File: src/logic/tcsm_pkg.sv
// Constants and types for the timer clock select and Timer 0/1 block.
// Assumes a byte-wide register set reached through 32-bit APB words.
package tcsm_pkg;

   // Register indices; byte address is four times the index
   localparam logic [7:0] TCSM_IDX_CLK_CTRL = 8'h8e;
   localparam logic [7:0] TCSM_IDX_CLK_EXTRA = 8'hf4;
   localparam logic [7:0] TCSM_IDX_TMR_CTRL = 8'h88;
   localparam logic [7:0] TCSM_IDX_TMR_MODE = 8'h89;
   localparam logic [7:0] TCSM_IDX_ZERO_LO = 8'h8a;
   localparam logic [7:0] TCSM_IDX_ONE_LO = 8'h8b;
   localparam logic [7:0] TCSM_IDX_ZERO_HI = 8'h8c;
   localparam logic [7:0] TCSM_IDX_ONE_HI = 8'h8d;
   localparam logic [7:0] TCSM_IDX_IRQ_EN = 8'ha8;
   localparam logic [7:0] TCSM_IDX_IRQ_CFG = 8'he4;

   // First clock register fields
   localparam int unsigned TCSM_BIT_C_HI = 7;
   localparam int unsigned TCSM_BIT_C_LO = 6;
   localparam int unsigned TCSM_BIT_B_HI = 5;
   localparam int unsigned TCSM_BIT_B_LO = 4;
   localparam int unsigned TCSM_BIT_ONE_CLK = 3;
   localparam int unsigned TCSM_BIT_ZERO_CLK = 2;
   localparam int unsigned TCSM_BIT_PRESCALE = 0;

   // Second clock register fields
   localparam int unsigned TCSM_BIT_E_HI = 3;
   localparam int unsigned TCSM_BIT_E_LO = 2;
   localparam int unsigned TCSM_BIT_D_HI = 1;
   localparam int unsigned TCSM_BIT_D_LO = 0;
   localparam logic [7:0] TCSM_EXTRA_MASK = 8'h0f;

   // Timer control register fields
   localparam int unsigned TCSM_BIT_ONE_FLAG = 7;
   localparam int unsigned TCSM_BIT_ONE_RUN = 6;
   localparam int unsigned TCSM_BIT_ZERO_FLAG = 5;
   localparam int unsigned TCSM_BIT_ZERO_RUN = 4;

   // Interrupt enable and input polarity fields
   localparam int unsigned TCSM_BIT_ZERO_IRQ_EN = 1;
   localparam int unsigned TCSM_BIT_ONE_IRQ_EN = 3;
   localparam int unsigned TCSM_BIT_POL_A = 3;
   localparam int unsigned TCSM_BIT_POL_B = 7;

   // Mode register: timer 1 in the upper nibble, timer 0 in the lower
   localparam int unsigned TCSM_BIT_MODE_ONE = 4;
   localparam int unsigned TCSM_BIT_MODE_ZERO = 0;

   localparam logic [7:0] TCSM_RST_BYTE = 8'h00;
   localparam logic [31:0] TCSM_RST_WORD = 32'h0000_0000;

   // Prescaler division counts
   localparam int unsigned TCSM_DIV_4 = 32'h0000_0004;
   localparam int unsigned TCSM_DIV_12 = 32'h0000_000c;
   localparam int unsigned TCSM_DIV_48 = 32'h0000_0030;
   localparam int unsigned TCSM_DIV_EXT = 32'h0000_0008;

   typedef enum logic [1:0] {
      TCSM_MODE_13BIT = 2'b00,
      TCSM_MODE_16BIT = 2'b01,
      TCSM_MODE_RELOAD = 2'b10,
      TCSM_MODE_SPLIT = 2'b11
   } tcsm_mode_e;

   typedef enum logic [1:0] {
      TCSM_PRE_DIV12 = 2'b00,
      TCSM_PRE_DIV4 = 2'b01,
      TCSM_PRE_DIV48 = 2'b10,
      TCSM_PRE_EXT8 = 2'b11
   } tcsm_prescale_e;

   typedef struct packed {
      logic gate_en;
      logic event_count_sel;
      tcsm_mode_e mode;
   } tcsm_tmr_cfg_s;

endpackage

File: src/logic/tcsm_tick_divider.sv
// Divides a stream of step pulses into one tick every DIV steps.
// Assumes the step input is already in the system clock domain.
`timescale 1ns/1ps
`default_nettype none
module tcsm_tick_divider #(
   parameter int unsigned DIV = 4
) (
   input wire logic i_clk_sys,
   input wire logic i_rst_n,
   input wire logic i_step,
   output logic o_tick
);
   localparam int unsigned CW = $clog2(DIV);
   localparam logic [CW-1:0] LAST = CW'(DIV - 1);

   logic [CW-1:0] count;

   always_ff @(posedge i_clk_sys or negedge i_rst_n) begin
      if (!i_rst_n) begin
         count <= '0;
      end else if (i_step) begin
         count <= (count == LAST) ? '0 : CW'(count + 1'b1);
      end
   end

   assign o_tick = i_step && (count == LAST);
endmodule
`default_nettype wire

File: src/logic/tcsm_timer_clock_select.sv
// Timer clock selection and Timer 0/1 counting behind an APB slave.
// Assumes one 20 MHz system clock; pins arrive asynchronously.
`timescale 1ns/1ps
`default_nettype none
module tcsm_timer_clock_select (
   input wire logic i_clk_sys,
   input wire logic i_rst_n,
   input wire logic i_psel,
   input wire logic i_penable,
   input wire logic i_pwrite,
   input wire logic [11:0] i_paddr,
   input wire logic [31:0] i_pwdata,
   input wire logic [3:0] i_pstrb,
   output logic [31:0] o_prdata,
   output logic o_pready,
   output logic o_pslverr,
   input wire logic i_ext_osc_clk,
   input wire logic [1:0] i_tmr_event_pin,
   input wire logic i_ext_irq_a_input,
   input wire logic i_ext_irq_b_input,
   input wire logic [1:0] i_tmr_vec_ack,
   input wire logic [3:0] i_tmr_ext_clk_sel,
   input wire logic [3:0] i_tmr_split_mode,
   output logic [1:0] o_tmr_irq_req,
   output logic [3:0] o_tmr_lo_tick,
   output logic [3:0] o_tmr_hi_tick
);

   // Register state
   logic [7:0] timer_clock_control;
   logic [3:0] clk_extra;
   logic [1:0] tmr_run;
   logic [1:0] tmr_flag;
   logic [1:0] tmr_irq_en;
   logic [1:0] irq_polarity;
   tcsm_pkg::tcsm_tmr_cfg_s [1:0] tmr_cfg;
   logic [1:0][7:0] tmr_lo;
   logic [1:0][7:0] tmr_hi;

   // Bus decode
   logic [7:0] idx;
   logic addr_ok;
   logic access;
   logic wr_en;
   logic hit;
   logic [7:0] rd_byte;
   logic [7:0] wbyte;

   // Synchronisers: {ext osc, event pins, gate b, gate a}
   logic [4:0] in_meta;
   logic [4:0] in_sync;
   logic [4:0] in_prev;
   logic [1:0] evt_fall;
   logic ext_rise;
   logic [1:0] gate_active;

   // Clock sources
   logic tick4;
   logic tick12;
   logic tick48;
   logic tick_ext8;
   logic prescale_tick;
   logic [1:0] clk_sel;
   logic [1:0] tmr_tick;
   logic [1:0] cnt_en;
   logic [1:0][7:0] next_lo;
   logic [1:0][7:0] next_hi;
   logic [1:0] wrap;
   logic [3:0] lo_sel;
   logic [3:0] hi_sel;
   logic [3:0] next_lo_tick;
   logic [3:0] next_hi_tick;

   // APB slave
   assign idx = i_paddr[9:2];
   assign addr_ok = (i_paddr[11:10] == 2'b00) && (i_paddr[1:0] == 2'b00);
   assign access = i_psel && i_penable && o_pready;
   assign wr_en = access && i_pwrite && i_pstrb[0] && hit;
   assign wbyte = i_pwdata[7:0];

   always_comb begin
      hit = addr_ok;
      rd_byte = tcsm_pkg::TCSM_RST_BYTE;
      unique case (idx)
         tcsm_pkg::TCSM_IDX_CLK_CTRL: begin
            rd_byte = timer_clock_control;
         end
         tcsm_pkg::TCSM_IDX_CLK_EXTRA: begin
            rd_byte = {4'h0, clk_extra};
         end
         tcsm_pkg::TCSM_IDX_TMR_CTRL: begin
            rd_byte = {tmr_flag[1], tmr_run[1], tmr_flag[0], tmr_run[0], 4'h0};
         end
         tcsm_pkg::TCSM_IDX_TMR_MODE: begin
            rd_byte = {tmr_cfg[1], tmr_cfg[0]};
         end
         tcsm_pkg::TCSM_IDX_ZERO_LO: begin
            rd_byte = tmr_lo[0];
         end
         tcsm_pkg::TCSM_IDX_ONE_LO: begin
            rd_byte = tmr_lo[1];
         end
         tcsm_pkg::TCSM_IDX_ZERO_HI: begin
            rd_byte = tmr_hi[0];
         end
         tcsm_pkg::TCSM_IDX_ONE_HI: begin
            rd_byte = tmr_hi[1];
         end
         tcsm_pkg::TCSM_IDX_IRQ_EN: begin
            rd_byte = {4'h0, tmr_irq_en[1], 1'b0, tmr_irq_en[0], 1'b0};
         end
         tcsm_pkg::TCSM_IDX_IRQ_CFG: begin
            rd_byte = {irq_polarity[1], 3'h0, irq_polarity[0], 3'h0};
         end
         default: begin
            hit = 1'b0;
         end
      endcase
   end

   // One wait state: pready rises in the second access cycle
   always_ff @(posedge i_clk_sys or negedge i_rst_n) begin
      if (!i_rst_n) begin
         o_pready <= 1'b0;
         o_pslverr <= 1'b0;
         o_prdata <= tcsm_pkg::TCSM_RST_WORD;
      end else begin
         o_pready <= i_psel && i_penable && !o_pready;
         o_pslverr <= i_psel && i_penable && !o_pready && !hit;
         if (i_psel && i_penable && !o_pready && !i_pwrite && hit) begin
            o_prdata <= {24'h00_0000, rd_byte};
         end else begin
            o_prdata <= tcsm_pkg::TCSM_RST_WORD;
         end
      end
   end

   // Configuration registers
   always_ff @(posedge i_clk_sys or negedge i_rst_n) begin
      if (!i_rst_n) begin
         timer_clock_control <= tcsm_pkg::TCSM_RST_BYTE;
         clk_extra <= 4'h0;
      end else if (wr_en) begin
         if (idx == tcsm_pkg::TCSM_IDX_CLK_CTRL) begin
            timer_clock_control <= wbyte;
         end
         if (idx == tcsm_pkg::TCSM_IDX_CLK_EXTRA) begin
            clk_extra <= wbyte[3:0] & tcsm_pkg::TCSM_EXTRA_MASK[3:0];
         end
      end
   end

   always_ff @(posedge i_clk_sys or negedge i_rst_n) begin
      if (!i_rst_n) begin
         tmr_run <= 2'b00;
         tmr_cfg <= '0;
         tmr_irq_en <= 2'b00;
         irq_polarity <= 2'b00;
      end else if (wr_en) begin
         unique case (idx)
            tcsm_pkg::TCSM_IDX_TMR_CTRL: begin
               // Run bits only gate counting; counts are untouched
               tmr_run[0] <= wbyte[tcsm_pkg::TCSM_BIT_ZERO_RUN];
               tmr_run[1] <= wbyte[tcsm_pkg::TCSM_BIT_ONE_RUN];
            end
            tcsm_pkg::TCSM_IDX_TMR_MODE: begin
               tmr_cfg[0] <= wbyte[tcsm_pkg::TCSM_BIT_MODE_ZERO +: 4];
               tmr_cfg[1] <= wbyte[tcsm_pkg::TCSM_BIT_MODE_ONE +: 4];
            end
            tcsm_pkg::TCSM_IDX_IRQ_EN: begin
               tmr_irq_en[0] <= wbyte[tcsm_pkg::TCSM_BIT_ZERO_IRQ_EN];
               tmr_irq_en[1] <= wbyte[tcsm_pkg::TCSM_BIT_ONE_IRQ_EN];
            end
            tcsm_pkg::TCSM_IDX_IRQ_CFG: begin
               irq_polarity[0] <= wbyte[tcsm_pkg::TCSM_BIT_POL_A];
               irq_polarity[1] <= wbyte[tcsm_pkg::TCSM_BIT_POL_B];
            end
            default: begin
            end
         endcase
      end
   end

   // Input synchronisers
   always_ff @(posedge i_clk_sys or negedge i_rst_n) begin
      if (!i_rst_n) begin
         in_meta <= 5'h00;
         in_sync <= 5'h00;
         in_prev <= 5'h00;
      end else begin
         in_meta <= {i_ext_osc_clk, i_tmr_event_pin, i_ext_irq_b_input, i_ext_irq_a_input};
         in_sync <= in_meta;
         in_prev <= in_sync;
      end
   end

   // Each level must stand one cycle to be seen, so half rate is the ceiling
   assign evt_fall = in_prev[3:2] & ~in_sync[3:2];
   assign ext_rise = in_sync[4] & ~in_prev[4];
   assign gate_active[0] = irq_polarity[0] ? in_sync[0] : ~in_sync[0];
   assign gate_active[1] = irq_polarity[1] ? in_sync[1] : ~in_sync[1];

   // Prescaler
   tcsm_tick_divider #(.DIV(tcsm_pkg::TCSM_DIV_4)) u_div4 (.i_clk_sys(i_clk_sys),
      .i_rst_n(i_rst_n), .i_step(1'b1), .o_tick(tick4));
   tcsm_tick_divider #(.DIV(tcsm_pkg::TCSM_DIV_12)) u_div12 (.i_clk_sys(i_clk_sys),
      .i_rst_n(i_rst_n), .i_step(1'b1), .o_tick(tick12));
   tcsm_tick_divider #(.DIV(tcsm_pkg::TCSM_DIV_48)) u_div48 (.i_clk_sys(i_clk_sys),
      .i_rst_n(i_rst_n), .i_step(1'b1), .o_tick(tick48));
   tcsm_tick_divider #(.DIV(tcsm_pkg::TCSM_DIV_EXT)) u_div_ext (.i_clk_sys(i_clk_sys),
      .i_rst_n(i_rst_n), .i_step(ext_rise), .o_tick(tick_ext8));

   always_comb begin
      unique case (tcsm_pkg::tcsm_prescale_e'(timer_clock_control[tcsm_pkg::TCSM_BIT_PRESCALE +: 2]))
         tcsm_pkg::TCSM_PRE_DIV12: prescale_tick = tick12;
         tcsm_pkg::TCSM_PRE_DIV4: prescale_tick = tick4;
         tcsm_pkg::TCSM_PRE_DIV48: prescale_tick = tick48;
         tcsm_pkg::TCSM_PRE_EXT8: prescale_tick = tick_ext8;
      endcase
   end

   // Timer 0/1 counting
   assign clk_sel[0] = timer_clock_control[tcsm_pkg::TCSM_BIT_ZERO_CLK];
   assign clk_sel[1] = timer_clock_control[tcsm_pkg::TCSM_BIT_ONE_CLK];

   always_comb begin
      for (int t = 0; t < 2; t++) begin
         // Clock select bit is bypassed in event mode
         if (tmr_cfg[t].event_count_sel) begin
            tmr_tick[t] = evt_fall[t];
         end else begin
            tmr_tick[t] = clk_sel[t] ? 1'b1 : prescale_tick;
         end
         cnt_en[t] = tmr_tick[t] && tmr_run[t]
            && (!tmr_cfg[t].gate_en || gate_active[t]);
      end
   end

   always_comb begin
      for (int t = 0; t < 2; t++) begin
         next_lo[t] = tmr_lo[t];
         next_hi[t] = tmr_hi[t];
         wrap[t] = 1'b0;
         unique case (tmr_cfg[t].mode)
            tcsm_pkg::TCSM_MODE_13BIT: begin
               // Upper three low-byte bits are left as they are
               {next_hi[t], next_lo[t][4:0]} = {tmr_hi[t], tmr_lo[t][4:0]} + 13'h0001;
               wrap[t] = &{tmr_hi[t], tmr_lo[t][4:0]};
            end
            tcsm_pkg::TCSM_MODE_16BIT: begin
               {next_hi[t], next_lo[t]} = {tmr_hi[t], tmr_lo[t]} + 16'h0001;
               wrap[t] = &{tmr_hi[t], tmr_lo[t]};
            end
            tcsm_pkg::TCSM_MODE_RELOAD: begin
               next_lo[t] = (&tmr_lo[t]) ? tmr_hi[t] : 8'(tmr_lo[t] + 8'h01);
               wrap[t] = &tmr_lo[t];
            end
            tcsm_pkg::TCSM_MODE_SPLIT: begin
               // Split mode is not counted anywhere; both bytes hold
               wrap[t] = 1'b0;
            end
         endcase
      end
   end

   // Software byte writes win over a count in the same cycle
   always_ff @(posedge i_clk_sys or negedge i_rst_n) begin
      if (!i_rst_n) begin
         tmr_lo <= '0;
         tmr_hi <= '0;
      end else begin
         for (int t = 0; t < 2; t++) begin
            if (wr_en && idx == (t == 0 ? tcsm_pkg::TCSM_IDX_ZERO_LO
                                        : tcsm_pkg::TCSM_IDX_ONE_LO)) begin
               tmr_lo[t] <= wbyte;
            end else if (cnt_en[t]) begin
               tmr_lo[t] <= next_lo[t];
            end
            if (wr_en && idx == (t == 0 ? tcsm_pkg::TCSM_IDX_ZERO_HI
                                        : tcsm_pkg::TCSM_IDX_ONE_HI)) begin
               tmr_hi[t] <= wbyte;
            end else if (cnt_en[t]) begin
               tmr_hi[t] <= next_hi[t];
            end
         end
      end
   end

   // Overflow flags: a wrap in the same cycle beats any clear
   always_ff @(posedge i_clk_sys or negedge i_rst_n) begin
      if (!i_rst_n) begin
         tmr_flag <= 2'b00;
      end else begin
         for (int t = 0; t < 2; t++) begin
            if (cnt_en[t] && wrap[t]) begin
               tmr_flag[t] <= 1'b1;
            end else if (wr_en && idx == tcsm_pkg::TCSM_IDX_TMR_CTRL) begin
               tmr_flag[t] <= wbyte[t == 0 ? tcsm_pkg::TCSM_BIT_ZERO_FLAG
                                           : tcsm_pkg::TCSM_BIT_ONE_FLAG];
            end else if (i_tmr_vec_ack[t]) begin
               tmr_flag[t] <= 1'b0;
            end
         end
      end
   end

   always_ff @(posedge i_clk_sys or negedge i_rst_n) begin
      if (!i_rst_n) begin
         o_tmr_irq_req <= 2'b00;
      end else begin
         o_tmr_irq_req <= tmr_flag & tmr_irq_en;
      end
   end

   // Timers B..E clock ticks
   // Index 0..3 stands for timers B, C, D, E
   assign lo_sel = {clk_extra[tcsm_pkg::TCSM_BIT_E_LO],
                    clk_extra[tcsm_pkg::TCSM_BIT_D_LO],
                    timer_clock_control[tcsm_pkg::TCSM_BIT_C_LO],
                    timer_clock_control[tcsm_pkg::TCSM_BIT_B_LO]};
   assign hi_sel = {clk_extra[tcsm_pkg::TCSM_BIT_E_HI],
                    clk_extra[tcsm_pkg::TCSM_BIT_D_HI],
                    timer_clock_control[tcsm_pkg::TCSM_BIT_C_HI],
                    timer_clock_control[tcsm_pkg::TCSM_BIT_B_HI]};

   always_comb begin
      for (int k = 0; k < 4; k++) begin
         // Own source is the external clock over eight or the system clock over twelve
         next_lo_tick[k] = lo_sel[k] ? 1'b1 : (i_tmr_ext_clk_sel[k] ? tick_ext8 : tick12);
         next_hi_tick[k] = i_tmr_split_mode[k]
            && (hi_sel[k] ? 1'b1 : (i_tmr_ext_clk_sel[k] ? tick_ext8 : tick12));
      end
   end

   always_ff @(posedge i_clk_sys or negedge i_rst_n) begin
      if (!i_rst_n) begin
         o_tmr_lo_tick <= 4'h0;
         o_tmr_hi_tick <= 4'h0;
      end else begin
         o_tmr_lo_tick <= next_lo_tick;
         o_tmr_hi_tick <= next_hi_tick;
      end
   end

endmodule
`default_nettype wire

File: config.mk
export PLATFORM = sky130hd
export DESIGN_NAME = tcsm_timer_clock_select
export DESIGN_NICKNAME = d
export VERILOG_FILES = /design/src/logic/tcsm_pkg.sv /design/src/logic/tcsm_tick_divider.sv /design/src/logic/tcsm_timer_clock_select.sv
export SDC_FILE = /design/constraint.sdc
export NUM_CORES = 1
export LEC_CHECK = 0
export BUFFER_PORTS_ARGS = -buffer_cell sky130_fd_sc_hd__buf_2
export CAP_MARGIN = 5
export CORE_UTILIZATION = 40
export CTS_CLUSTER_SIZE = 25
export DETAILED_ROUTE_END_ITERATION = 8
export GPL_TIMING_DRIVEN = 0
export HOLD_SLACK_MARGIN = 0.03
export PLACE_DENSITY_LB_ADDON = 0.1
export SYNTH_ARGS = -nofsm -noshare
export SYNTH_HDL_FRONTEND = slang
export SYNTH_SLANG_ARGS = --single-unit
File: constraint.sdc
create_clock -name i_clk_sys -period 3.4 [get_ports i_clk_sys]
set_clock_uncertainty 0.2 [all_clocks]
set_input_delay 0.68 -clock i_clk_sys [delete_from_list [all_inputs] [get_ports i_clk_sys]]
set_output_delay 0.68 -clock i_clk_sys [all_outputs]
set_load 0.01 [all_outputs]
==> flow_metrics.env <==
export IMPL_syn_inst=606
export IMPL_cts_hold_buffers_added=0
export IMPL_worstPathCellList="ha_1 > nand3_1 > nor4b_1 > o211a_1 > clkbuf_1 > nand4_1 > xnor2_1 > mux2_4"
export IMPL_fp_dieH_microns=126
export IMPL_tightestPinTransition_ns=0.823
export IMPL_grt_overflow=0
export IMPL_post_synth_edffs=0
export IMPL_fin_worst_hold_slack_ns=0.150
export IMPL_largest_fanout_of_any_net_on_the_critical_path=10
export IMPL_finalCoreUtilization=0.467
export IMPL_die_w_microns=126
export IMPL_tns_ns=0
export IMPL_ctsResizeCount=0
export IMPL_final_layout_size_suffix_gt1_frac=0.239
export IMPL_max_freq_mhz=328
export IMPL_async_s_r_ff_share_synth=1.00
export IMPL_timing_max_transition_violations_final=0
export IMPL_grt_pass1_vias=4672
export IMPL_grt_antenna_before_repair=0
export IMPL_cts_sinks=108
export IMPL_area_grow_syn2layout_pct=14.9
export IMPL_critPathKind="flip-flop to flip-flop"
export IMPL_numCtsBuffers=9
export IMPL_cell_variety_after_synth=73
export IMPL_tritoncts="done"
export IMPL_post_drt_wl_per_cell_microns=18.5
export IMPL_place_port_buffers=58
export IMPL_unrepaired_setup_endpoints_after_global_routing="false"
export IMPL_final_net_count=780
export IMPL_post_route_worst_setup_slack_ns=0.354
export IMPL_slew_headroom=0.451
export IMPL_synthesis_area_sq_um=6160
export IMPL_worst_vdd_ir_uv=226
export IMPL_cp_top_family="simple AND/OR/NAND/NOR gates"
export IMPL_synth_avg_cell_area_sq_um=10.2
export IMPL_drc=0
export IMPL_overall_routing_resource_usage=0.218
export IMPL_maxCapViolCount=0
export IMPL_path_clk_slew_ns=0.07
export IMPL_worst_endpoint_arrival_ns=3.08
export IMPL_final_setup_viol_count=0
export IMPL_power_leakage_nw=3.24
export IMPL_clkLatencyLatePin_ns=0.35
export IMPL_worst_endpoint_required_ns=3.44
export IMPL_dieArea_sq_um=15900
export IMPL_root_buffer="sky130_fd_sc_hd__clkbuf_16"
export IMPL_antenna_cells_inserted=0
export IMPL_post_route_cell_area_sq_um=7080
export IMPL_drtAntennaViolNets=0
export IMPL_detailedRoute_firstPassIterationCount=5
export IMPL_mean_number_of_vias_per_cell=5.54
export IMPL_end_kind="flip-flop"
export IMPL_gpl_final_weighted_congestion=0.932
export IMPL_holdCritPathClass="flip-flop to flip-flop"
export IMPL_clock_tree_buffer_depth=2
export IMPL_yosys_warnings=0
export IMPL_multi_input_comb_area_sq_um=3190
export IMPL_cpPeakStageDelay_ns=0.50
export IMPL_grt_max_degree=63
export IMPL_layout_worst_path_cycle_share=0.896
export IMPL_fillers=1433
export IMPL_synth_seq_cells=108
export IMPL_dr_first_iter_drc_count=371
export IMPL_hpwlAfterDp_mm=12.4
export IMPL_ios=112
export IMPL_grt_pass1_wl_mm=26.3
export IMPL_crit_path_top_delay_cell="sky130_fd_sc_hd__nor4b_1"
export IMPL_rrSetupSlack_ns=0.35
export IMPL_final_period_minus_worst_setup_slack_ns=3.05
export IMPL_via_count_of_the_routed_design=4936
export IMPL_floorplan_initialDensity=0.407
export IMPL_sequential_cell_area_sq_um=2700
export IMPL_htree_num_levels=3
export IMPL_crit_buf_inv=1
export IMPL_critical_path_startpoint_type="flip-flop"
export IMPL_status="finished clean"
export IMPL_detailed_place_area_sq_um=6800
export IMPL_detailedPlace_worstSlack_ns=0.0345
export IMPL_report_final_hold_viol_count=0
export IMPL_wirelength_mm=16.5
export IMPL_core_outline_area_sq_um=15100
export IMPL_std_cell_rows=45
export IMPL_cts_setup_buffers=0
export IMPL_synth_seq_area_share=0.439
export IMPL_synth_top_flop_cell="sky130_fd_sc_hd__dfrtp_1"
export IMPL_power_per_cell_area_nw_per_um2=356
-- power breakdown --
| part | switching, mW | total, mW | internal, mW |
|---|---|---|---|
| Clock | 0.489 | 0.990 | 0.501 |
| Combinational | 0.122 | 0.206 | 0.0846 |
| Sequential | 0.0145 | 1.33 | 1.31 |
| Total | 0.626 | 2.52 | 1.90 |
-- stage by stage --
stage,total power [mW],cells
global route,2.63,891
floorplan,1.46,629
CTS,2.56,891
finish,2.52,891
detailed placement,1.56,876
global placement,1.54,875
-- worst paths after layout --
check                            startpoint               end  cells past startpoint
min reg2reg                      in_meta[4]        in_sync[4]                      0
min in group asynchronous           i_rst_n         tmr_lo[0]                      1
max                        u_div48.count[0]        tmr_hi[13]                      8
max in group asynchronous           i_rst_n  u_div48.count[0]                      2
min                              in_meta[4]        in_sync[4]                      0
max reg2reg                u_div48.count[0]        tmr_hi[13]                      8
-- layer usage --
layer / vias up / GRT usage / part of all wire
li1: 2329 / - / -
met1: 2432 / 0.309 / 0.47
met2: 152 / 0.336 / 0.46
met3: 23 / 0.0272 / 0.040
met4: 0 / 0.0879 / 0.023
met5: - / 0 / 0
-- cell families after synthesis --
family | Yosys count | share of synthesized area
compound gates | 110 | 0.122
xor+xnor | 27 | 0.0384
fa+ha+maj | 13 | 0.0264
buf+inv | 65 | 0.0579
flops | 108 | 0.439
mux | 64 | 0.124
other cells | 1 | 0.000609
simple gates | 218 | 0.193
-- layout make-up --
class | instances | share of cell area
plain buffers | 47 | 0.0408
inverters | 18 | 0.00955
clock buffers | 9 | 0.0318
well taps | 188 | 0.0332
multi-input cells | 456 | 0.451
repair buffers | 59 | 0.0453
clock inverters | 6 | 0.00689
flip-flops and latches | 108 | 0.382
-- worst reg2reg max path, stage by stage, from the launching register on --
cell	delay (ns)
sky130_fd_sc_hd__dfrtp_1	0.38
sky130_fd_sc_hd__ha_1	0.23
sky130_fd_sc_hd__nand3_1	0.16
sky130_fd_sc_hd__nor4b_1	0.50
sky130_fd_sc_hd__o211a_1	0.44
sky130_fd_sc_hd__clkbuf_1	0.43
sky130_fd_sc_hd__nand4_1	0.18
sky130_fd_sc_hd__xnor2_1	0.17
sky130_fd_sc_hd__mux2_4	0.26
-- Yosys cell counts, types with 5 or more instances --
cell,number,share of area
sky130_fd_sc_hd__nand4_1,10,0.010
sky130_fd_sc_hd__and2_1,6,0.0061
sky130_fd_sc_hd__nand3b_1,6,0.0073
sky130_fd_sc_hd__nor3_1,17,0.014
sky130_fd_sc_hd__or2_2,5,0.0051
sky130_fd_sc_hd__mux2_2,33,0.060
sky130_fd_sc_hd__o21ai_0,32,0.026
sky130_fd_sc_hd__a21oi_1,14,0.011
sky130_fd_sc_hd__nand3_1,26,0.021
sky130_fd_sc_hd__mux2_4,6,0.015
sky130_fd_sc_hd__a21o_1,5,0.0061
sky130_fd_sc_hd__dfrtp_1,108,0.44
sky130_fd_sc_hd__buf_2,6,0.0049
sky130_fd_sc_hd__ha_1,13,0.026
sky130_fd_sc_hd__a31oi_1,5,0.0051
sky130_fd_sc_hd__nand2b_1,8,0.0081
sky130_fd_sc_hd__and3_1,5,0.0051
sky130_fd_sc_hd__clkbuf_1,13,0.0079
sky130_fd_sc_hd__xnor2_1,14,0.020
sky130_fd_sc_hd__o211ai_1,5,0.0061
sky130_fd_sc_hd__buf_4,24,0.029
sky130_fd_sc_hd__xor2_1,13,0.018
sky130_fd_sc_hd__nand2_1,56,0.034
sky130_fd_sc_hd__mux2i_1,21,0.034
sky130_fd_sc_hd__a22oi_1,9,0.011
sky130_fd_sc_hd__a22o_1,5,0.0071
sky130_fd_sc_hd__inv_1,17,0.010
sky130_fd_sc_hd__nor2_1,40,0.024
sky130_fd_sc_hd__o21a_1,6,0.0073
-- state kept, by name, summed over array words and instances, names as in the netlist, 4 cells and up --
signal,cells
in_meta,5
tmr_lo,16
o_prdata,8
o_tmr_hi_tick,4
in_sync,5
u_div48.count,6
o_tmr_lo_tick,4
u_div12.count,4
clk_extra,4
tmr_hi,16
tmr_cfg,8
timer_clock_control,8
-- layout by cell type, fill, tap and decap left out, types with 14 or more instances in the layout --
cell type and count:
sky130_fd_sc_hd__nand2_1 56, sky130_fd_sc_hd__conb_1 24, sky130_fd_sc_hd__nand3_1 26, sky130_fd_sc_hd__buf_4 25
sky130_fd_sc_hd__nor2_1 40, sky130_fd_sc_hd__o21ai_0 32, sky130_fd_sc_hd__buf_2 63, sky130_fd_sc_hd__mux2i_1 21
sky130_fd_sc_hd__dfrtp_1 108, sky130_fd_sc_hd__a21oi_1 14, sky130_fd_sc_hd__inv_1 17, sky130_fd_sc_hd__nor3_1 17
sky130_fd_sc_hd__mux2_2 33, sky130_fd_sc_hd__xnor2_1 14
Note: power is estimated with default switching activity, not from simulation.
